<file path="src/logic/mfp_pkg.sv">
// package for the eight-pin multi-function configuration block (pins six to thirteen)
// assumes one 100 MHz clock, a plain strobe register port and a slow tick from the rtc side
//
// Operation
// - function field: 00 alternate, 01 input, 10 open-drain out, 11 push-pull out
// - type 0: input active low; output on supply one or internal pull-up
// - type 1: input active high; output on supply two or external pull-up
// - output mode bit sets driven level: 0 low, 1 high
// - input mode 0 bypasses debounce; mode 1 debounces and raises wake-up
// - enable and feedback pins in alternate function feed status register bits
// - pin eight polarity bit also applies to the system-enable function
// - pin eight mode 0: plain input, no debounce, no system-enable
// - pin nine mode bit sets power-enable debounce and wake-up
// - pins ten, eleven as outputs with type set blink from rtc counter
// - pin ten secondary enable mode 1: debounce, wake-up, 500 ms wait timeout
// - pin eleven accessory detect wakes only on float flag falling edge
// - pin twelve control input mode 0 drives regulator nine enable undebounced
// - pin twelve control input mode 1 debounced, no regulator control
// - pin twelve alternate is feedback/wake-up signal, supply follows type bit
// - pin thirteen alternate drives supply fault, supply one when type 0
package mfp_pkg;
  localparam logic [7:0] ADDR_CFG_67     = 8'h18;
  localparam logic [7:0] ADDR_CFG_89     = 8'h19;
  localparam logic [7:0] ADDR_CFG_1011   = 8'h1a;
  localparam logic [7:0] ADDR_CFG_1213   = 8'h1b;
  localparam logic [7:0] ADDR_EVT_STATUS = 8'h1c;
  localparam logic [7:0] ADDR_EVT_MASK   = 8'h1d;
  localparam logic [7:0] ADDR_PIN_STATUS = 8'h1e;
  localparam logic [7:0] CFG_RESET       = 8'h00;
  localparam logic [7:0] MASK_RESET      = 8'hff;
  // per-pin nibble fields
  localparam int FLD_FUNC_LSB = 0;
  localparam int FLD_TYPE     = 2;
  localparam int FLD_MODE     = 3;
  localparam logic [1:0] FUNC_ALT   = 2'h0;
  localparam logic [1:0] FUNC_INPUT = 2'h1;
  localparam logic [1:0] FUNC_OD    = 2'h2;
  localparam logic [1:0] FUNC_PP    = 2'h3;
  // pin-status register bits
  localparam int ST_SYSTEM_ENABLE_INPUT  = 0;
  localparam int ST_POWER_ENABLE_INPUT  = 1;
  localparam int ST_SECONDARY_POWER_ENABLE_INPUT = 2;
  localparam int ST_FB1     = 3;
  localparam int ST_REG9_EN = 4;
  localparam int ST_WAIT_TO = 5;
  // event bit six, not the four held in EVT_PIN12, is the regulator-control pin twelve input change
  localparam int EVT_PIN12  = 4;
  localparam int DEB_TICKS  = 4;
  localparam logic [2:0] DEB_TICKS_W = 3'h4;
  localparam int CLK_MHZ         = 100;
  localparam int WAIT_TIMEOUT_MS = 500;
  localparam int WAIT_TIMEOUT_CYC = WAIT_TIMEOUT_MS * 1000 * CLK_MHZ;
endpackage

</file>
<file path="src/logic/multi_function_pin_config.sv">
// configuration and pin logic for multi-function pins six to thirteen
// assumes pins are asynchronous, rtc blink and slow tick are in clk_sys_i domain
//
// Our own choice: the address-and-strobe port.
`timescale 1ns/10ps
module multi_function_pin_config #(
  parameter int WAIT_TIMEOUT_CYC = mfp_pkg::WAIT_TIMEOUT_CYC
) (
  input  wire logic       clk_sys_i,
  input  wire logic       resetn_i,
  input  wire logic [7:0] addr_i,
  input  wire logic [7:0] wdata_i,
  input  wire logic       wr_i,
  input  wire logic       rd_i,
  output logic      [7:0] rdata_o,
  input  wire logic [7:0] pin_in_i,
  output logic      [7:0] pin_out_o,
  output logic      [7:0] pin_oe_n_o,
  output logic      [7:0] pin_supply_two_o,
  output logic      [7:0] pin_pullup_en_o,
  input  wire logic       slow_tick_i,
  input  wire logic       rtc_blink_i,
  input  wire logic       supply_fault_n_i,
  input  wire logic       accessory_float_flag_i,
  input  wire logic       wait_step_active_i,
  output logic      [7:0] wakeup_o,
  output logic      [7:0] general_input_o,
  output logic            system_enable_input_o,
  output logic            power_enable_input_o,
  output logic            secondary_power_enable_input_o,
  output logic            feedback_signal_one_o,
  output logic            regulator9_enable_o,
  output logic            wait_timeout_o,
  output logic            irq_o
);
  // overview of the block
  //
  // register side
  //   four settings registers hold two pins each, the lower pin in bits 3:0
  //   and the upper pin in bits 7:4; every bit reads back as written
  //   the event status register is sticky and cleared by writing ones
  //   the mask register has the same layout; a one hides that event
  //   the pin status register collects the enable and feedback levels,
  //   the regulator nine enable and the wait-step timeout
  //   read data stand for one cycle after the strobe and are zero otherwise,
  //   so a bus that ors several slaves together needs no extra gating
  //
  // pin side
  //   every pin input passes two flip-flops before anything reads it
  //   the debounced copy follows the synchronised level only after that
  //   level has stood unchanged for a fixed count of slow ticks
  //   polarity is applied after the optional debounce, so the filter sees
  //   the raw pin and a type change never restarts a running filter
  //   outputs are registered, so a new setting reaches the pin one cycle
  //   after the settings register itself has changed
  //
  // event side
  //   a wake-up pulse lasts one cycle and marks an inactive-to-active edge
  //   of a debounced input; pin eleven in its accessory function wakes on
  //   the falling edge of the float flag instead
  //   pin twelve as a regulator control input raises its event on any
  //   change, which software may mask to hide short interrupt pulses
  //
  // limitations
  //   the edge history runs on every cycle, also while a pin is an output,
  //   so turning a pin into an input never fires a stale edge
  //   the wait-step counter restarts whenever the step or the setting drops
  //   the timeout level stays high until the sequencer leaves its wait step
  //
  // hazards
  //   the settings reset to the alternate function on every pin, so the
  //   fault pin comes up as an open-drain driver of the fault level
  //   all other pins come up released, with no pull-up switched on
  //   a write to the status register and a new event in one cycle keep the
  //   event, so software never loses an edge that it did not see
  //
  // storage
  //   settings, status and mask are plain flip-flops
  //   the debounce counters are three bits per pin
  //   the wait-step counter is thirty-two bits wide so that the default
  //   half-second span at the system clock fits
  //
  // trade-offs
  //   one shared slow tick drives all filters, which keeps the counters
  //   small at the cost of a filter length that moves with that tick
  //   wake, irq and input-level outputs are combinational; pin drive, read data, regulator and timeout outputs come from flops
  //
  logic [7:0] cfg_r [4];
  logic [7:0] evt_r, mask_r;
  logic [7:0] sync1_r, sync2_r, deb_r, act_d_r;
  logic [2:0] deb_cnt_r [8];
  logic       float_s1_r, float_s2_r, float_d_r;
  logic [31:0] wait_cnt_r;
  logic [7:0] active, events;
  logic [7:0] pin_status;
  logic [3:0] pcfg [8];

  // pick the nibble for pin index k (0 means pin six)
  function automatic logic [3:0] nib(input int k, input logic [7:0] c);
    nib = (k % 2 == 0) ? c[3:0] : c[7:4];
  endfunction

  function automatic logic [3:0] cfg_of(input int k);
    cfg_of = nib(k, cfg_r[k/2]);
  endfunction

  // settings nibble of every pin, held in a signal so that fields can be sliced
  always_comb begin
    for (int i = 0; i < 8; i++) pcfg[i] = cfg_of(i);
  end

  // configuration writes, eight bit read-write
  always_ff @(posedge clk_sys_i or negedge resetn_i) begin
    if (!resetn_i) begin
      for (int i = 0; i < 4; i++) cfg_r[i] <= mfp_pkg::CFG_RESET;
    end else if (wr_i && addr_i >= mfp_pkg::ADDR_CFG_67 && addr_i <= mfp_pkg::ADDR_CFG_1213) begin
      cfg_r[addr_i[1:0]] <= wdata_i;
    end
  end

  // two-flop synchronisers for pins and float flag; stage one read only by stage two
  always_ff @(posedge clk_sys_i or negedge resetn_i) begin
    if (!resetn_i) begin
      sync1_r    <= 8'h00;
      sync2_r    <= 8'h00;
      float_s1_r <= 1'b0;
      float_s2_r <= 1'b0;
    end else begin
      sync1_r    <= pin_in_i;
      sync2_r    <= sync1_r;
      float_s1_r <= accessory_float_flag_i;
      float_s2_r <= float_s1_r;
    end
  end

  // debounce: the change is taken only after DEB_TICKS stable slow ticks
  always_ff @(posedge clk_sys_i or negedge resetn_i) begin
    if (!resetn_i) begin
      deb_r <= 8'h00;
      for (int i = 0; i < 8; i++) deb_cnt_r[i] <= 3'h0;
    end else begin
      for (int i = 0; i < 8; i++) begin
        if (sync2_r[i] == deb_r[i]) begin
          deb_cnt_r[i] <= 3'h0;
        end else if (slow_tick_i) begin
          if (deb_cnt_r[i] == mfp_pkg::DEB_TICKS_W - 3'h1) begin
            deb_r[i]     <= sync2_r[i];
            deb_cnt_r[i] <= 3'h0;
          end else begin
            deb_cnt_r[i] <= deb_cnt_r[i] + 3'h1;
          end
        end
      end
    end
  end

  // per-pin input level after polarity and optional debounce
  always_comb begin
    for (int i = 0; i < 8; i++) begin
      logic [3:0] c;
      logic       raw;
      c          = cfg_of(i);
      raw        = c[mfp_pkg::FLD_MODE] ? deb_r[i] : sync2_r[i];
      // polarity: type 0 active low, type 1 active high
      active[i]  = c[mfp_pkg::FLD_TYPE] ? raw : ~raw;
    end
  end

  // wake-up pulses on an active edge of a debounced input pin
  always_comb begin
    for (int i = 0; i < 8; i++) begin
      logic [3:0] c;
      logic       is_in;
      c     = cfg_of(i);
      is_in = (c[1:0] == mfp_pkg::FUNC_INPUT) || (c[1:0] == mfp_pkg::FUNC_ALT);
      events[i] = is_in && c[mfp_pkg::FLD_MODE] && active[i] && !act_d_r[i];
    end
    // pin eleven accessory detect: only the float flag falling edge wakes
    if (pcfg[5][1:0] == mfp_pkg::FUNC_ALT) begin
      events[5] = pcfg[5][mfp_pkg::FLD_MODE] && float_d_r && !float_s2_r;
    end
    // pin twelve as regulator control input, either mode: any level change wakes
    if (pcfg[6][1:0] == mfp_pkg::FUNC_INPUT) begin
      events[6] = (active[6] != act_d_r[6]);
    end
    // pin eight in mode 0 is a plain input and never wakes
    if (!pcfg[2][mfp_pkg::FLD_MODE]) events[2] = 1'b0;
    wakeup_o = events;
  end

  // edge history for active levels and float flag
  always_ff @(posedge clk_sys_i or negedge resetn_i) begin
    if (!resetn_i) begin
      act_d_r   <= 8'h00;
      float_d_r <= 1'b0;
    end else begin
      act_d_r   <= active;
      float_d_r <= float_s2_r;
    end
  end

  // alternate-function status bits from the enable and feedback pins
  always_comb begin
    system_enable_input_o = (pcfg[2][1:0] == mfp_pkg::FUNC_ALT)
                            && pcfg[2][mfp_pkg::FLD_MODE] && active[2];
    power_enable_input_o  = (pcfg[3][1:0] == mfp_pkg::FUNC_ALT) && active[3];
    secondary_power_enable_input_o =
      (pcfg[4][1:0] == mfp_pkg::FUNC_ALT) && active[4];
    feedback_signal_one_o = (pcfg[6][1:0] == mfp_pkg::FUNC_ALT) && active[6];
    general_input_o       = active;
  end

  // regulator nine follows pin twelve level in control mode 0, unfiltered
  always_ff @(posedge clk_sys_i or negedge resetn_i) begin
    if (!resetn_i) begin
      regulator9_enable_o <= 1'b0;
    end else if (pcfg[6][1:0] == mfp_pkg::FUNC_INPUT && !pcfg[6][mfp_pkg::FLD_MODE]) begin
      regulator9_enable_o <= active[6];
    end
  end

  // wait-step timeout for pin ten secondary enable in debounced mode
  always_ff @(posedge clk_sys_i or negedge resetn_i) begin
    if (!resetn_i) begin
      wait_cnt_r     <= 32'h0;
      wait_timeout_o <= 1'b0;
    end else if (pcfg[4][1:0] == mfp_pkg::FUNC_ALT && pcfg[4][mfp_pkg::FLD_MODE]
                 && wait_step_active_i) begin
      if (wait_cnt_r == 32'(WAIT_TIMEOUT_CYC - 1)) begin
        wait_timeout_o <= 1'b1;
      end else begin
        wait_cnt_r <= wait_cnt_r + 32'h1;
      end
    end else begin
      wait_cnt_r     <= 32'h0;
      wait_timeout_o <= 1'b0;
    end
  end

  // pin drivers; the function field picks the driver style
  always_ff @(posedge clk_sys_i or negedge resetn_i) begin
    if (!resetn_i) begin
      pin_out_o        <= 8'h00;
      pin_oe_n_o       <= 8'hff;
      pin_supply_two_o <= 8'h00;
      pin_pullup_en_o  <= 8'h00;
    end else begin
      for (int i = 0; i < 8; i++) begin
        logic [3:0] c;
        logic       lvl;
        c   = cfg_of(i);
        lvl = c[mfp_pkg::FLD_MODE];
        if ((i == 4 || i == 5) && c[mfp_pkg::FLD_TYPE]) lvl = rtc_blink_i;
        if (i == 7 && c[1:0] == mfp_pkg::FUNC_ALT) lvl = supply_fault_n_i;
        pin_supply_two_o[i] <= c[mfp_pkg::FLD_TYPE];
        unique case (c[1:0])
          mfp_pkg::FUNC_PP: begin
            pin_out_o[i]       <= lvl;
            pin_oe_n_o[i]      <= 1'b0;
            pin_pullup_en_o[i] <= 1'b0;
          end
          mfp_pkg::FUNC_OD: begin
            pin_out_o[i]       <= 1'b0;
            pin_oe_n_o[i]      <= lvl; // release for high
            pin_pullup_en_o[i] <= ~c[mfp_pkg::FLD_TYPE];
          end
          mfp_pkg::FUNC_ALT: begin
            pin_out_o[i]       <= lvl;
            pin_oe_n_o[i]      <= (i == 7) ? lvl : 1'b1; // fault is open-drain low
            pin_pullup_en_o[i] <= (i == 7) && !c[mfp_pkg::FLD_TYPE];
          end
          default: begin
            pin_out_o[i]       <= 1'b0;
            pin_oe_n_o[i]      <= 1'b1;
            pin_pullup_en_o[i] <= 1'b0;
          end
        endcase
      end
    end
  end

  // sticky event status: set wins over write-one-to-clear
  always_ff @(posedge clk_sys_i or negedge resetn_i) begin
    if (!resetn_i) begin
      evt_r  <= 8'h00;
      mask_r <= mfp_pkg::MASK_RESET;
    end else begin
      if (wr_i && addr_i == mfp_pkg::ADDR_EVT_MASK) mask_r <= wdata_i;
      if (wr_i && addr_i == mfp_pkg::ADDR_EVT_STATUS) evt_r <= (evt_r & ~wdata_i) | events;
      else evt_r <= evt_r | events;
    end
  end

  assign irq_o = |(evt_r & ~mask_r);

  // pin status word
  always_comb begin
    pin_status = 8'h00;
    pin_status[mfp_pkg::ST_SYSTEM_ENABLE_INPUT]  = system_enable_input_o;
    pin_status[mfp_pkg::ST_POWER_ENABLE_INPUT]  = power_enable_input_o;
    pin_status[mfp_pkg::ST_SECONDARY_POWER_ENABLE_INPUT] = secondary_power_enable_input_o;
    pin_status[mfp_pkg::ST_FB1]     = feedback_signal_one_o;
    pin_status[mfp_pkg::ST_REG9_EN] = regulator9_enable_o;
    pin_status[mfp_pkg::ST_WAIT_TO] = wait_timeout_o;
  end

  // read data one cycle after the strobe; unmapped reads give zero
  always_ff @(posedge clk_sys_i or negedge resetn_i) begin
    if (!resetn_i) begin
      rdata_o <= 8'h00;
    end else if (rd_i) begin
      unique case (addr_i)
        mfp_pkg::ADDR_CFG_67:     rdata_o <= cfg_r[0];
        mfp_pkg::ADDR_CFG_89:     rdata_o <= cfg_r[1];
        mfp_pkg::ADDR_CFG_1011:   rdata_o <= cfg_r[2];
        mfp_pkg::ADDR_CFG_1213:   rdata_o <= cfg_r[3];
        mfp_pkg::ADDR_EVT_STATUS: rdata_o <= evt_r;
        mfp_pkg::ADDR_EVT_MASK:   rdata_o <= mask_r;
        mfp_pkg::ADDR_PIN_STATUS: rdata_o <= pin_status;
        default:                  rdata_o <= 8'h00;
      endcase
    end else begin
      rdata_o <= 8'h00;
    end
  end
endmodule // multi_function_pin_config

</file>
<file path="config.mk">
export PLATFORM = sky130hd
export DESIGN_NAME = multi_function_pin_config
export DESIGN_NICKNAME = d
export VERILOG_FILES = /design/src/logic/mfp_pkg.sv /design/src/logic/multi_function_pin_config.sv
export SDC_FILE = /design/constraint.sdc
export NUM_CORES = 1
export LEC_CHECK = 0
export ABC_AREA = 1
export BUFFER_PORTS_ARGS = -buffer_cell sky130_fd_sc_hd__buf_2
export CAP_MARGIN = 10
export CORE_MARGIN = 8
export CORE_UTILIZATION = 50
export DETAILED_ROUTE_END_ITERATION = 8
export GPL_ROUTABILITY_DRIVEN = 0
export GPL_TIMING_DRIVEN = 0
export PLACE_DENSITY = 0.72
export SETUP_SLACK_MARGIN = 0.4
export SLEW_MARGIN = 30
export SYNTH_ARGS = -nofsm -noshare
export SYNTH_HDL_FRONTEND = slang
export SYNTH_SLANG_ARGS = --single-unit
</file>
<file path="constraint.sdc">
create_clock -name clk_sys_i -period 1.8 [get_ports clk_sys_i]
set_clock_uncertainty 0.2 [all_clocks]
set_input_delay 0.36 -clock clk_sys_i [delete_from_list [all_inputs] [get_ports clk_sys_i]]
set_output_delay 0.36 -clock clk_sys_i [all_outputs]
set_load 0.02 [all_outputs]
</file>
==> reports/results.txt, run 1 <==
The most used flip-flop cell after synthesis is sky130_fd_sc_hd__dfrtp_1. The starting density of the core was 0.512. The clock network fraction of design power was 0.275. The routed design has 33.9 mm of wire. The clock passes through at most 2 buffers. The number of antenna diodes in the final layout is 0. The number of antenna violations at the first check in global routing is 0, and the power density relative to cell area is 1020 mW/mm^2. The shortest period the worst path allows is 2.28 ns. The run gives 0.676 as the worst slew margin relative to its limit. For this block, the via count after detailed routing is 9100. The top cell types in the final layout, fill and taps aside, are sky130_fd_sc_hd__nand2_1, sky130_fd_sc_hd__buf_6, sky130_fd_sc_hd__dfrtp_1, sky130_fd_sc_hd__buf_4, sky130_fd_sc_hd__nor2_1. The number of different library cells used by synthesis comes to 39. The worst register-to-register path ends at evt_r[3]. The critical path in this run is classified as flop to primary output.

The first TritonRoute pass finished after 6 iterations. CTS built an H-tree with a depth of 4. The number of standard cells in the final layout excluding fillers is 1582, and the clock latency on the worst-skew pair is 0.46 ns.

The data required time of the critical path came out at 1.24 ns. The cell type with the highest aggregate area in the netlist is sky130_fd_sc_hd__dfrtp_1. The average size of a mapped cell is 8.54 sq um, and the count of warnings emitted by yosys is 0.

The endpoint class of the critical path is a primary output. The floorplan has 48 rows. Along the worst path, the maximum fanout reaches 3. For the number of endpoints with negative hold slack in the final report, the log shows 0. In the routed design, unresolved DRC markers number 0. TritonCTS built the clock tree.

Summed over all layers, the global routing overflow is 0. The fmax was 439 MHz. The tools report the combinational group share of total power as 0.347. The number of global-route vias before repair is 8475. The final worst-path setup slack came out at -0.477 ns. After synthesis the cells add up to 0.00886 sq mm. The run gives 0.0173 sq mm as the area of the core. The run gives 0.378 as the fraction of power consumed by sequential logic. The number of synthesized flops with an enable pin was 0; the gate count of the mapped netlist was 1037. The final clock period utilization by the worst path is 1.27, and the share of synthesized flip-flops with an asynchronous set or reset is 1.00. The layout overhead on the synthesized area was 59.7%. The checks that failed: negative setup slack. The clock-pin slew reported for the worst setup and hold paths after clock tree synthesis is 0.07 ns. Number of cells on the worst reg-to-reg path: 13. The worst setup path is launched from a flop.

In this run the worst hold path is classified as input pin to flop. STA puts the critical path data arrival time at 1.72 ns. Total CTS buffers: 17.

The first-pass GRT wire length is 43.5 mm. 96 I/O pins were placed. Entering global routing, the biggest net connects 73 pins. The internal power of the cells totals 9.36 mW. The tools report the overall routing resource usage as 0.248. The top-area cell type share of the netlist area is 0.466. The startpoint identified for the worst register-to-register timing path is cfg_r[20].

The total of endpoints with negative setup slack in the final report was 54. The flow ran to the end, but the final reports show violations. Counting every sink on the clock net gives 181. For flop-to-flop paths, the worst setup slack is -0.34 ns. The HPWL after detailed placement was 16.2 mm. Leading cell type in the layout, fill and taps excluded: sky130_fd_sc_hd__nand2_1. Using the TritonRoute via totals, the vias-per-cell ratio works out to 5.75. Setup repair after global routing could not meet its margin everywhere. After synthesis, the cell types taking the most area are sky130_fd_sc_hd__dfrtp_1, sky130_fd_sc_hd__nand2_1, sky130_fd_sc_hd__nor2_1.

The synthesized design contains 181 register bits. Clock tree synthesis selected as its root buffer the cell sky130_fd_sc_hd__clkbuf_16. The run gives 1110 as the net count after synthesis. In this run the remaining antenna-violating nets after routing total 0.

The ratio of cells with drive above 1 in the final layout is 0.509, and the sequential cell area fraction in the yosys report is 0.514. The number of placed instances, taps included, is 1359. The floorplan step set the die height to 149 um. The die covers 0.0222 sq mm. At the end of the flow, the number of nets in the layout was 1417.

For this block, the initial DRC count from the detailed router was 1111. The mean routed wirelength per cell came out at 21.4 um. After filler insertion, the fill cell instance count of the layout stands at 840. For the overall power consumption, the log shows 14.4 mW. The floorplan step set the die width to 149 um. At the pin with the least slew margin, the transition time is 0.486 ns. The startpoint identified for the worst hold timing path is slow_tick_i. The number of buffers added on ports was 95; the power spent charging and discharging nets was 5.07 mW. The run gives 6.64 nW as the static leakage power. The worst hold path cell count is 4, and the count of pins over their slew limit is 0. The path with the worst hold slack has its endpoint at deb_cnt_r[17]. The switching part of the total power is 0.351, and the number of max-cap violations is 0. The worst-case IR drop observed on VDD is 805 uV.
how the worst max path moves through the flow:
stage / to / slack (ns) / startpoint
floorplan: wakeup_o[5] / 0.02 / cfg_r[15]
global placement: pin_out_o[7] / -2.68 / resetn_i
detailed placement: rdata_o[2] / -0.25 / addr_i[1]
CTS: wakeup_o[6] / -0.45 / cfg_r[3]
global route: wakeup_o[5] / -0.55 / cfg_r[12]
finish: wakeup_o[5] / -0.48 / cfg_r[15]
power by group through the flow:
| stage | combinational, mW | sequential [mW] | clock [mW] |
|---|---|---|---|
| 2_1_floorplan | 1.58 | 5.44 | 0 |
| 3_3_place_gp | 2.47 | 5.36 | 0 |
| 3_5_place_dp | 2.57 | 5.40 | 0 |
| 4_1_cts | 3.97 | 5.32 | 3.90 |
| 5_1_grt | 5.30 | 5.49 | 4.13 |
| 6_report | 5.01 | 5.45 | 3.97 |
what timing repair did:
item | in CTS | in global routing
pin swaps | 87 | 89
gates cloned | 2 | 5
setup buffers | 127 | 45
endpoints found under the hold margin | 64 | 0
resized for setup | 322 | 227
endpoints found under the setup margin | 138 | 220
hold buffers | 12 | 0
cell families (layout without fill, tap and decap cells):
| group | count (synthesis) | after routing | synth area share |
|---|---|---|---|
| AOI/OAI and AO/OA | 100 | 100 | 0.0696 |
| buffers and inverters | 152 | 472 | 0.0687 |
| DFF | 181 | 181 | 0.514 |
| and+or+nand+nor | 539 | 539 | 0.266 |
| adders and majority gates | 40 | 40 | 0.0565 |
| muxes | 5 | 5 | 0.00607 |
| xor gates and xnor gates | 20 | 20 | 0.0198 |
stage by stage:
stage	hold WS, ns	cell area, sq um	worst slack, ns	utilization	setup TNS, ns
finish	0.0899	14100	-0.477	0.818	-10.95
global route	0.0904	14100	-0.553	0.818	-13.30
CTS	0.0427	12900	-0.448	0.743	-6.55
detailed placement	0.112	10000	-0.249	0.580	-5.13
global placement	0.132	9970	-2.68	0.576	-470.44
floorplan	-0.136	9210	0.0248	-	0
layer usage:
| metal | GRT usage | share of wire |
|---|---|---|
| met2 | 0.410 | 0.49 |
| met4 | 0.119 | 0.059 |
| met5 | 0 | 0 |
| met3 | 0.0488 | 0.089 |
| met1 | 0.306 | 0.36 |
synth_stat cells (3+ instances only):
cell type and number:
sky130_fd_sc_hd__a21oi_1 16, sky130_fd_sc_hd__a31oi_1 4, sky130_fd_sc_hd__and2_1 3, sky130_fd_sc_hd__and3_1 4, sky130_fd_sc_hd__buf_2 6, sky130_fd_sc_hd__buf_6 4, sky130_fd_sc_hd__clkbuf_1 5, sky130_fd_sc_hd__dfrtp_1 165
sky130_fd_sc_hd__dfstp_2 16, sky130_fd_sc_hd__ha_1 40, sky130_fd_sc_hd__inv_1 133, sky130_fd_sc_hd__inv_2 4, sky130_fd_sc_hd__mux2_2 3, sky130_fd_sc_hd__nand2_1 245, sky130_fd_sc_hd__nand3_1 81, sky130_fd_sc_hd__nand4_1 9
sky130_fd_sc_hd__nor2_1 143, sky130_fd_sc_hd__nor2_2 6, sky130_fd_sc_hd__nor2_4 4, sky130_fd_sc_hd__nor3_1 21, sky130_fd_sc_hd__nor4_1 12, sky130_fd_sc_hd__o211ai_1 4, sky130_fd_sc_hd__o21ai_0 34, sky130_fd_sc_hd__o21ai_1 16
sky130_fd_sc_hd__o21ai_2 18, sky130_fd_sc_hd__or2_2 3, sky130_fd_sc_hd__xnor2_1 8, sky130_fd_sc_hd__xor2_1 12
flip-flops by register name, summed over array words and instances, names as in the netlist:
signal / cells
regulator9_enable_o: 1
wait_timeout_o: 1
rdata_o: 8
wait_cnt_r: 32
mask_r: 8
deb_r: 8
evt_r: 8
pin_oe_n_o: 8
sync1_r: 8
pin_out_o: 8
cfg_r: 32
float_d_r: 1
pin_supply_two_o: 8
sync2_r: 8
act_d_r: 8
float_s2_r: 1
deb_cnt_r: 24
pin_pullup_en_o: 8
float_s1_r: 1
worst max-delay path, stage by stage, from the launching register on:
cell and delay [ns]:
sky130_fd_sc_hd__dfrtp_2 0.47, sky130_fd_sc_hd__o21ai_2 0.20, sky130_fd_sc_hd__xnor2_2 0.15, sky130_fd_sc_hd__nand3_1 0.12, sky130_fd_sc_hd__nand2_2 0.11, sky130_fd_sc_hd__nand2_4 0.06, sky130_fd_sc_hd__inv_2 0.06, sky130_fd_sc_hd__buf_6 0.11
layout make-up:
| cell class | count | area, sq um | share of cell area |
|---|---|---|---|
| multi-input combinational | 704 | 5110 | 0.361 |
| sequential | 181 | 4580 | 0.324 |
| timing repair buffer | 288 | 2840 | 0.200 |
| inverter | 137 | 537 | 0.0379 |
| clock buffer | 18 | 439 | 0.0310 |
| tap | 225 | 282 | 0.0199 |
| buffer | 15 | 191 | 0.0135 |
| clock inverter | 14 | 165 | 0.0117 |
(Power assumes the default switching activity.)
==> run 2, diff against run 1 <==
- MAX_ROUTING_LAYER: default -> met4
- PLACE_DENSITY: 0.72 -> 0.7
- clock period: 1.8 -> 2.47 ns (I/O delays scaled with it)
==> run 2 against run 1 <==
Compared with the run above:
- critical endpoint is now wakeup_o[6]
- via count down 10%
- cell area fell by 13%
- largest cell class is now sequential cells
- critical path depth increased by 1
- global-route usage is 2.0 points lower
- largest power group unchanged
- routed wire length is 22% lower
- the flow now finishes without violations
==> reports/results.txt, run 2 (synthesis results as in run 1) <==
The run finished with clean final reports. In this design, the critical path's most frequently occurring cell is sky130_fd_sc_hd__nand2_2. The logs give 0.512 (unchanged) for the starting density of the core and 2 (unchanged) for the number of buffers on the longest clock path. Count of inserted antenna diode cells: 0 (unchanged). The total length of routed wires was 26.3 mm (was 33.9 mm). Count of fill cells added during filler insertion: 1220 (was 840).

For the number of remaining DRC errors, the log shows 0 (unchanged). TritonCTS built the clock tree. Final clock period utilization by the worst path: 0.977. The kind of critical path is flop to primary output (unchanged). The highest fanout seen on the critical path is 4 (was 3). Maximum level of the CTS H-tree: 4 (unchanged). The class of the most critical hold timing path was input pin to flop (unchanged). The total of endpoints with negative setup slack in the final report was 0 (was 54). Cell-by-cell trace of the critical path: nand2_2 -> nand3_2 -> nand2_4 -> nand2_2 -> o21bai_1 -> nand2_1 -> inv_2 -> buf_6 (was o21ai_2 -> xnor2_2 -> nand3_1 -> nand2_2 -> nand2_4 -> inv_2 -> buf_6).

The run gives 6 (unchanged) as the number of search-and-repair iterations in the first detailed-routing pass. Derived from the worst setup path, the maximum achievable clock frequency is 414 MHz. The logs give 1.72 ns (about the same) for the endpoint arrival time on the critical path and -0.0602 ns (was -0.249 ns) for the worst-case setup slack after placement. For the number of cells in the design after placement, the log shows 1359 (unchanged). The number of max-cap violations came out at 0 (unchanged).

The mean routed wirelength per cell was 17.1 um (was 21.4 um). The area of the die was 0.0222 sq mm (unchanged); the power density relative to cell area was 790 mW/mm^2 (was 1020 mW/mm^2). The run gives 0 (unchanged) as the post-detailed-route count of antenna-violating nets.

The run gives 0 (unchanged) as the number of endpoints with negative hold slack in the final report. The final-layout worst hold slack came out at 0.136 ns (was 0.0899 ns). The tools report the total global routing overflow as 0 (unchanged).

The endpoint with the worst hold slack is pin_out_o[7] (was deb_cnt_r[17]). The worst hold path cell count works out to 3 (was 4). The number of buffers added on ports came out at 95 (unchanged). Ratio of cells with drive above 1 in the final layout: 0.360 (was 0.509). For the worst slew margin relative to its limit, the log shows 0.626 (was 0.676). For the overall routing resource usage, the log shows 0.228 (was 0.248).

Setup repair after global routing could not meet its margin everywhere. The clock period could shrink to 2.41 ns. Leading cell type in the layout, fill and taps excluded: sky130_fd_sc_hd__nand2_1 (unchanged). The register-to-register path setup slack is 0.07 ns (was -0.34 ns).

The run gives 80 (was 73) as the largest net degree at the start of global routing. The launching element type of the critical path is a flop (unchanged). The vias per cell is 5.28 (was 5.75). The launch point of the worst reg-to-reg path was cfg_r[3] (was cfg_r[20]). The tools report the endpoint class of the critical path as a primary output (unchanged). The cell row count came out at 48 (unchanged). The logs give 15.9 mm (was 16.2 mm) for the HPWL after detailed placement and 7675 (was 8475) for the number of global-route vias before repair. The tools report the end of the worst register-to-register path as regulator9_enable_o (was evt_r[3]). The die extent in y is 149 um (unchanged). For the clock latency on the worst-skew pair, the log shows 0.44 ns (was 0.46 ns). The static leakage power is 6.05 nW (was 6.64 nW), and the number of sinks driven by the clock tree is 181 (unchanged). The final worst-path setup slack was 0.0558 ns (was -0.477 ns); the number of standard cells in the final layout excluding fillers was 1545 (was 1582).

Final design utilization: 0.711 (was 0.818). The tools report the cell chosen for the clock root as sky130_fd_sc_hd__clkbuf_16 (unchanged). The logs give 39.1 mm (was 43.5 mm) for the first-pass GRT wire length and 0 (unchanged) for the number of antenna violations at the first check in global routing. Largest registers ranked by flip-flop count: cfg_r: 32 flops, wait_cnt_r: 32 flops, deb_cnt_r: 24 flops (unchanged).

Critical-path cell with the highest stage delay: sky130_fd_sc_hd__dfrtp_1 (was sky130_fd_sc_hd__dfrtp_2). The count of pins over their slew limit was 0 (unchanged); the number of nets at the end of the flow was 1380 (was 1417). The layout overhead on the synthesized area works out to 38.9% (was 59.7%).

For the iteration-0 DRC count of the detailed router, the log shows 787 (was 1111). The largest stage delay on the critical path came out at 0.44 ns (was 0.47 ns). The setup TNS after final layout is 0 ns (was -10.95 ns), and the peak ir drop on the vdd network is 518 uV (was 805 uV).

The clock-pin slew reported for the worst setup and hold paths after clock tree synthesis works out to 0.07 ns (about the same). Horizontal die dimension: 149 um (unchanged). The transition at the pin with the smallest max-transition slack was 0.561 ns (was 0.486 ns). The number of cells on the worst reg-to-reg path came out at 15 (was 13). The count of pins on the block boundary is 96 (unchanged), and the total CTS buffers is 17 (unchanged).

Commonest non-fill, non-tap cells in the layout: sky130_fd_sc_hd__nand2_1, sky130_fd_sc_hd__dfrtp_1, sky130_fd_sc_hd__nor2_1, sky130_fd_sc_hd__inv_1, sky130_fd_sc_hd__buf_4 (was sky130_fd_sc_hd__nand2_1, sky130_fd_sc_hd__buf_6, sky130_fd_sc_hd__dfrtp_1, sky130_fd_sc_hd__buf_4, sky130_fd_sc_hd__nor2_1). The data required time of the critical path was 1.78 ns (was 1.24 ns). The via count is 8150 (was 9100).

The area of the core is 0.0173 sq mm (unchanged). The startpoint of the lowest-slack hold path was supply_fault_n_i (was slow_tick_i).
[run 2: cell count changes in the layout (fill, tap and decap cells not counted), moves of 15 or more]
cell                      previous run  this run
sky130_fd_sc_hd__nor2_4             33         9
sky130_fd_sc_hd__buf_2              30        79
sky130_fd_sc_hd__nand2_1           160       214
sky130_fd_sc_hd__buf_6             139        69
sky130_fd_sc_hd__nor2_1             93       134
sky130_fd_sc_hd__nor2_2             27        10
sky130_fd_sc_hd__nand2_2            59        22
sky130_fd_sc_hd__nand2_4            24         9
sky130_fd_sc_hd__nand3_1            57        76
sky130_fd_sc_hd__o21ai_0             8        28
[run 2: power by group]
part / total [mW] / internal, mW / switching [mW] / leakage, nW
combinational: 3.07 / 1.46 / 1.61 / 3.50
clock: 2.77 / 1.47 / 1.30 / 0.290
sequential: 3.89 / 3.48 / 0.409 / 2.26
[run 2: area by class of cell]
class / instances / area, sq um / area share
sequential: 181 / 4580 / 0.372
buffer: 15 / 95.1 / 0.00773
multi-input combinational: 704 / 4210 / 0.342
inverter: 137 / 524 / 0.0426
clock inverter: 14 / 161 / 0.0131
tap: 225 / 282 / 0.0229
clock buffer: 18 / 439 / 0.0357
timing repair buffer: 251 / 2020 / 0.164
[run 2: how the worst max path moves through the flow]
stage	startpoint	slack, ns	cells past startpoint	endpoint
final	deb_r[6]	0.06	8	wakeup_o[6]
after global routing	cfg_r[3]	-0.02	15	regulator9_enable_o
after CTS	cfg_r[3]	0.08	10	wakeup_o[6]
after detailed placement	addr_i[1]	-0.06	9	rdata_o[1]
after global placement	resetn_i	-2.17	1	pin_out_o[6]
after floorplan	cfg_r[3]	0.42	9	wakeup_o[6]
[run 2: what timing repair did]
action	CTS	global route
endpoints found under the setup margin	50	34
gates resized for setup	150	109
pin swaps	37	35
buffers inserted	112	32
hold buffers	10	0
hold endpoints to repair	48	0
[run 2: critical path, delay by kind of cell, from the launching register on]
family / cells / cell delay [ns]
AO/OA/AOI/OAI: 1 / 0.12
buffers and inverters: 2 / 0.18
flip-flops: 1 / 0.44
AND/OR/NAND/NOR: 5 / 0.54
[run 2: metal layers]
metal / wire length (um) / GRT usage
met5: 0 / -
met4: 923 / 0.0878
met3: 1710 / 0.0367
met2: 12700 / 0.359
met1: 11000 / 0.292
[run 2: metrics by stage]
| step | power [mW] | cell area (sq um) |
|---|---|---|
| after floorplan | 4.99 | 8860 |
| after global placement | 5.57 | 9620 |
| after detailed placement | 5.64 | 9690 |
| after CTS | 9.16 | 11700 |
| after global routing | 10.2 | 12300 |
| final | 9.72 | 12300 |
==> run 3, diff against run 2 <==
- ABC_AREA: 1 -> default
==> run 3 against run 2 <==
Compared with the run above:
- the run now ends with negative setup slack left
- register-to-register slack better by 0.14 ns
- count of clock-buffer cells in the layout increased by 5
- critical path depth decreased by 4
- cell count down 26%
- first-iteration DRC count is 51% lower
- maximum frequency down 5.0%
- critical path type unchanged
==> reports/results.txt, run 3 <==
Iteration-0 DRC count of the detailed router: 383 (was 787). Flip-flop and latch count after synthesis: 181 (unchanged). The power density relative to cell area works out to 630 mW/mm^2 (was 790 mW/mm^2). The average size of a mapped cell was 11.7 sq um (was 8.54 sq um); the count of pins over their slew limit was 0 (unchanged). The via count is 6263 (was 8150), and the data required time of the critical path is 1.78 ns (about the same). Setup repair after global routing could not meet its margin everywhere. The tools report the endpoint class of the critical path as a primary output (unchanged). Worst-case setup slack after placement: -0.120 ns (was -0.0602 ns). The number of synthesized flops with an enable pin works out to 0 (unchanged). The total length of routed wires is 21.6 mm (was 26.3 mm), and the starting density of the core is 0.507 (was 0.512). The die extent in y works out to 145 um (was 149 um). The fraction of power consumed by sequential logic came out at 0.482 (was 0.400). The endpoint with the worst hold slack was pin_out_o[7] (unchanged). For the largest net degree at the start of global routing, the log shows 80 (unchanged). The launch point of the worst reg-to-reg path was wait_cnt_r[16] (was cfg_r[3]). The run finished, with violations left. The horizontal die dimension is 145 um (was 149 um). The tools report the total of endpoints with negative setup slack in the final report as 3 (was 0). The kind of critical path is flop to primary output (unchanged). The area of the die was 0.0211 sq mm (was 0.0222 sq mm); the cell row count was 47 (was 48).

The primary flip-flop cell chosen by synthesis mapping was sky130_fd_sc_hd__dfrtp_1 (unchanged). The highest fanout seen on the critical path was 2 (was 4). The switching part of the total power is 0.250 (was 0.341). The tools report the global routing usage on met1 as 0.247 (was 0.292). The number of nets at the end of the flow was 977 (was 1380). Overall routing resource usage: 0.209 (was 0.228). The transition at the pin with the smallest max-transition slack works out to 0.758 ns (was 0.561 ns). Total CTS buffers: 17 (unchanged). The clock-pin slew reported for the worst setup and hold paths after clock tree synthesis came out at 0.06 ns (was 0.07 ns).

The buffer and inverter count on the worst path was 1 (was 2). Area of the core: 0.0165 sq mm (was 0.0173 sq mm). The number of cells on the worst reg-to-reg path is 6 (was 15), and the internal power is 5.24 mW (was 6.41 mW). The number of antenna violations at the first check in global routing came out at 0 (unchanged). The layout overhead on the synthesized area is 33.0% (was 38.9%), and the count of inserted antenna diode cells is 0 (unchanged).

For the number of buffers on the longest clock path, the log shows 2 (unchanged). Dominant cell by count in the synthesized netlist: sky130_fd_sc_hd__dfrtp_1 (was sky130_fd_sc_hd__nand2_1). For the number of global-route vias before repair, the log shows 6591 (was 7675). The critical-path cell with the highest stage delay was sky130_fd_sc_hd__dfrtp_2 (was sky130_fd_sc_hd__dfrtp_1).

The power spent charging and discharging nets came out at 1.74 mW (was 3.31 mW). The ratio of cells with drive above 1 in the final layout is 0.410 (was 0.360). The class of the most critical hold timing path is input pin to flop (unchanged).

The tools report the number of sinks driven by the clock tree as 181 (unchanged). The run gives 0.0451 (was 0.0367) as the met3 layer usage reported by global route. The clock latency on the worst-skew pair is 0.43 ns (was 0.44 ns), and the setup TNS after final layout is -0.151 ns (was 0 ns). Ranking of synthesized cells by area: sky130_fd_sc_hd__dfrtp_1, sky130_fd_sc_hd__mux2_2, sky130_fd_sc_hd__ha_1 (was sky130_fd_sc_hd__dfrtp_1, sky130_fd_sc_hd__nand2_1, sky130_fd_sc_hd__nor2_1). The worst hold path cell count was 3 (unchanged); the endpoint arrival time on the critical path was 1.85 ns (was 1.72 ns). For the post-detailed-route count of antenna-violating nets, the log shows 0 (unchanged). Register-to-register path setup slack: 0.21 ns (was 0.07 ns). The top-area cell type share of the netlist area was 0.495 (was 0.466). The static leakage power was 5.15 nW (was 6.05 nW); the HPWL after detailed placement was 14.4 mm (was 15.9 mm). The tools report the worst slew margin relative to its limit as 0.494 (was 0.626).

The run gives 0 (unchanged) as the count of warnings emitted by yosys. The share of synthesized flip-flops with an asynchronous set or reset was 1.00 (unchanged). Net count after synthesis: 785 (was 1110).

The gate count of the mapped netlist was 712 (was 1037); the vias per cell was 5.51 (was 5.28). The sequential cell area fraction in the yosys report came out at 0.545 (was 0.514). The largest stage delay on the critical path is 0.43 ns (was 0.44 ns). The logs give 0 (unchanged) for the number of endpoints with negative hold slack in the final report and 0 (unchanged) for the number of remaining DRC errors.

The number of search-and-repair iterations in the first detailed-routing pass is 5 (was 6). The shortest period the worst path allows was 2.54 ns (was 2.41 ns). The cell type with the highest aggregate area in the netlist was sky130_fd_sc_hd__dfrtp_1 (unchanged). Commonest cells post-synth: sky130_fd_sc_hd__dfrtp_1, sky130_fd_sc_hd__nor2_1, sky130_fd_sc_hd__mux2_2, sky130_fd_sc_hd__nand2_1 (was sky130_fd_sc_hd__nand2_1, sky130_fd_sc_hd__dfrtp_1, sky130_fd_sc_hd__nor2_1, sky130_fd_sc_hd__inv_1, sky130_fd_sc_hd__nand3_1). Kind of cell with the highest combined delay on the critical path: flip-flops (was simple AND/OR/NAND/NOR gates).

The register cell area after layout was 0.00457 sq mm (was 0.00458 sq mm). The count of pins on the block boundary was 96 (unchanged). The end of the worst register-to-register path was wait_cnt_r[1] (was regulator9_enable_o). The tools report the startpoint of the lowest-slack hold path as supply_fault_n_i (unchanged). The run gives -0.0705 ns (was 0.0558 ns) as the final worst-path setup slack. The final reports fail on negative setup slack. The distinct cell type count after synthesis is 48 (was 39).

The clock network fraction of design power was 0.394 (was 0.284); the overall power consumption was 6.98 mW (was 9.72 mW). The launch point of the worst path is cfg_r[7] (was deb_r[6]). Commonest non-fill, non-tap cells in the layout: sky130_fd_sc_hd__dfrtp_1, sky130_fd_sc_hd__buf_2, sky130_fd_sc_hd__nor2_1, sky130_fd_sc_hd__buf_4 (was sky130_fd_sc_hd__nand2_1, sky130_fd_sc_hd__dfrtp_1, sky130_fd_sc_hd__nor2_1, sky130_fd_sc_hd__inv_1, sky130_fd_sc_hd__buf_4). The final clock period utilization by the worst path works out to 1.03 (was 0.977). Number of buffers added on ports: 93 (was 95). Most used routing layer in global routing: met2 (unchanged). The run gives 1172 (was 1220) as the count of fill cells added during filler insertion. Area of combinational cells with multiple inputs: 0.00410 sq mm (was 0.00421 sq mm). TritonCTS built the clock tree.

For the total global routing overflow, the log shows 0 (unchanged). The cell chosen for the clock root was sky130_fd_sc_hd__clkbuf_16 (unchanged). The run gives 0.351 (was 0.359) as the met2 global-route usage. Largest registers ranked by flip-flop count: cfg_r: 32 flops, wait_cnt_r: 32 flops, deb_cnt_r: 24 flops (unchanged). The combinational group share of total power is 0.124 (was 0.316), and the fmax is 394 MHz (was 414 MHz). Number of max-cap violations: 0 (unchanged). Cell-by-cell trace of the critical path: mux2i_2 -> xor2_1 -> nor4bb_4 -> buf_4 (was nand2_2 -> nand3_2 -> nand2_4 -> nand2_2 -> o21bai_1 -> nand2_1 -> inv_2 -> buf_6).

The area of the mapped netlist is 0.00834 sq mm (was 0.00886 sq mm). Leading cell type in the layout, fill and taps excluded: sky130_fd_sc_hd__dfrtp_1 (was sky130_fd_sc_hd__nand2_1). The maximum level of the CTS H-tree was 4 (unchanged); the mean routed wirelength per cell was 19.1 um (was 17.1 um).

For the first-pass GRT wire length, the log shows 34.3 mm (was 39.1 mm). The launching element type of the critical path is a flop (unchanged). The tools report the peak ir drop on the vdd network as 531 uV (was 518 uV).
[run 3: changes by cell type in the layout (fill, tap and decap cells not counted), moves of 27 or more]
| cell | previous run | this run |
|---|---|---|
| sky130_fd_sc_hd__buf_4 | 99 | 62 |
| sky130_fd_sc_hd__buf_6 | 69 | 28 |
| sky130_fd_sc_hd__inv_1 | 104 | 34 |
| sky130_fd_sc_hd__mux2_2 | 3 | 40 |
| sky130_fd_sc_hd__mux2i_1 | 2 | 29 |
| sky130_fd_sc_hd__nand2_1 | 214 | 40 |
| sky130_fd_sc_hd__nand3_1 | 76 | 16 |
| sky130_fd_sc_hd__nor2_1 | 134 | 69 |
[run 3: logic make-up (layout without fill, tap and decap cells)]
family / count (synthesis) / in the layout / share of synthesized area
multiplexers: 92 / 92 / 0.130
AND/OR/NAND/NOR: 244 / 244 / 0.156
XOR/XNOR: 38 / 38 / 0.0399
AO/OA/AOI/OAI: 60 / 60 / 0.0410
adder cells (fa/ha/maj): 40 / 40 / 0.0600
buffers and inverters: 57 / 261 / 0.0282
flip-flops: 181 / 181 / 0.545
[run 3: per-layer routing]
layer / up-vias / routed length (um)
met5: - / 0
met4: 0 / 507
met3: 49 / 1010
met2: 194 / 11200
met1: 3199 / 8930
li1: 2821 / -
[run 3: how the worst max path moves through the flow]
| stage | to | cells past startpoint |
|---|---|---|
| floorplan | wakeup_o[7] | 3 |
| global placement | pin_out_o[7] | 1 |
| detailed placement | cfg_r[11] | 4 |
| CTS | wakeup_o[7] | 4 |
| global route | wakeup_o[7] | 4 |
| finish | wakeup_o[7] | 4 |
[run 3: per-stage QoR]
| stage | std cells | hold slack [ns] | utilization | cell area, sq um |
|---|---|---|---|---|
| after CTS | 1122 | 0.122 | 0.652 | 10700 |
| final | 1136 | 0.129 | 0.674 | 11100 |
| after detailed placement | 1027 | 0.136 | 0.565 | 9300 |
| after global routing | 1136 | 0.159 | 0.674 | 11100 |
| after floorplan | 712 | -0.00159 | - | 8490 |
| after global placement | 1025 | 0.133 | 0.560 | 9230 |
[run 3: final cells by class]
class / count / share of cell area
repair buffers: 173 / 0.117
well taps: 220 / 0.0248
clock inverters: 8 / 0.0114
flip-flops and latches: 181 / 0.412
clock buffers: 23 / 0.0422
multi-input cells: 474 / 0.370
plain buffers: 17 / 0.00835
inverters: 40 / 0.0140
[run 3: timing repair]
item                                    in CTS  in global routing
endpoints found under the hold margin       49                  0
pin swaps                                   19                 29
gates cloned                                 2                  0
gates resized for setup                     98                 63
buffers inserted                            52                 14
hold buffers                                10                  0
endpoints found under the setup margin      46                 67
[run 3: power by group through the flow]
stage	sequential, mW	clock [mW]	combinational [mW]
2_1_floorplan	3.36	0	0.477
3_3_place_gp	3.37	0	0.675
3_5_place_dp	3.40	0	0.738
4_1_cts	3.36	2.79	0.853
5_1_grt	3.39	2.90	0.964
6_report	3.36	2.76	0.866
[run 3: tightest hold or removal path, stage by stage]
cell and delay, ns:
sky130_fd_sc_hd__buf_2 0.07, sky130_fd_sc_hd__mux2i_1 0.07, sky130_fd_sc_hd__nor2_1 0.08
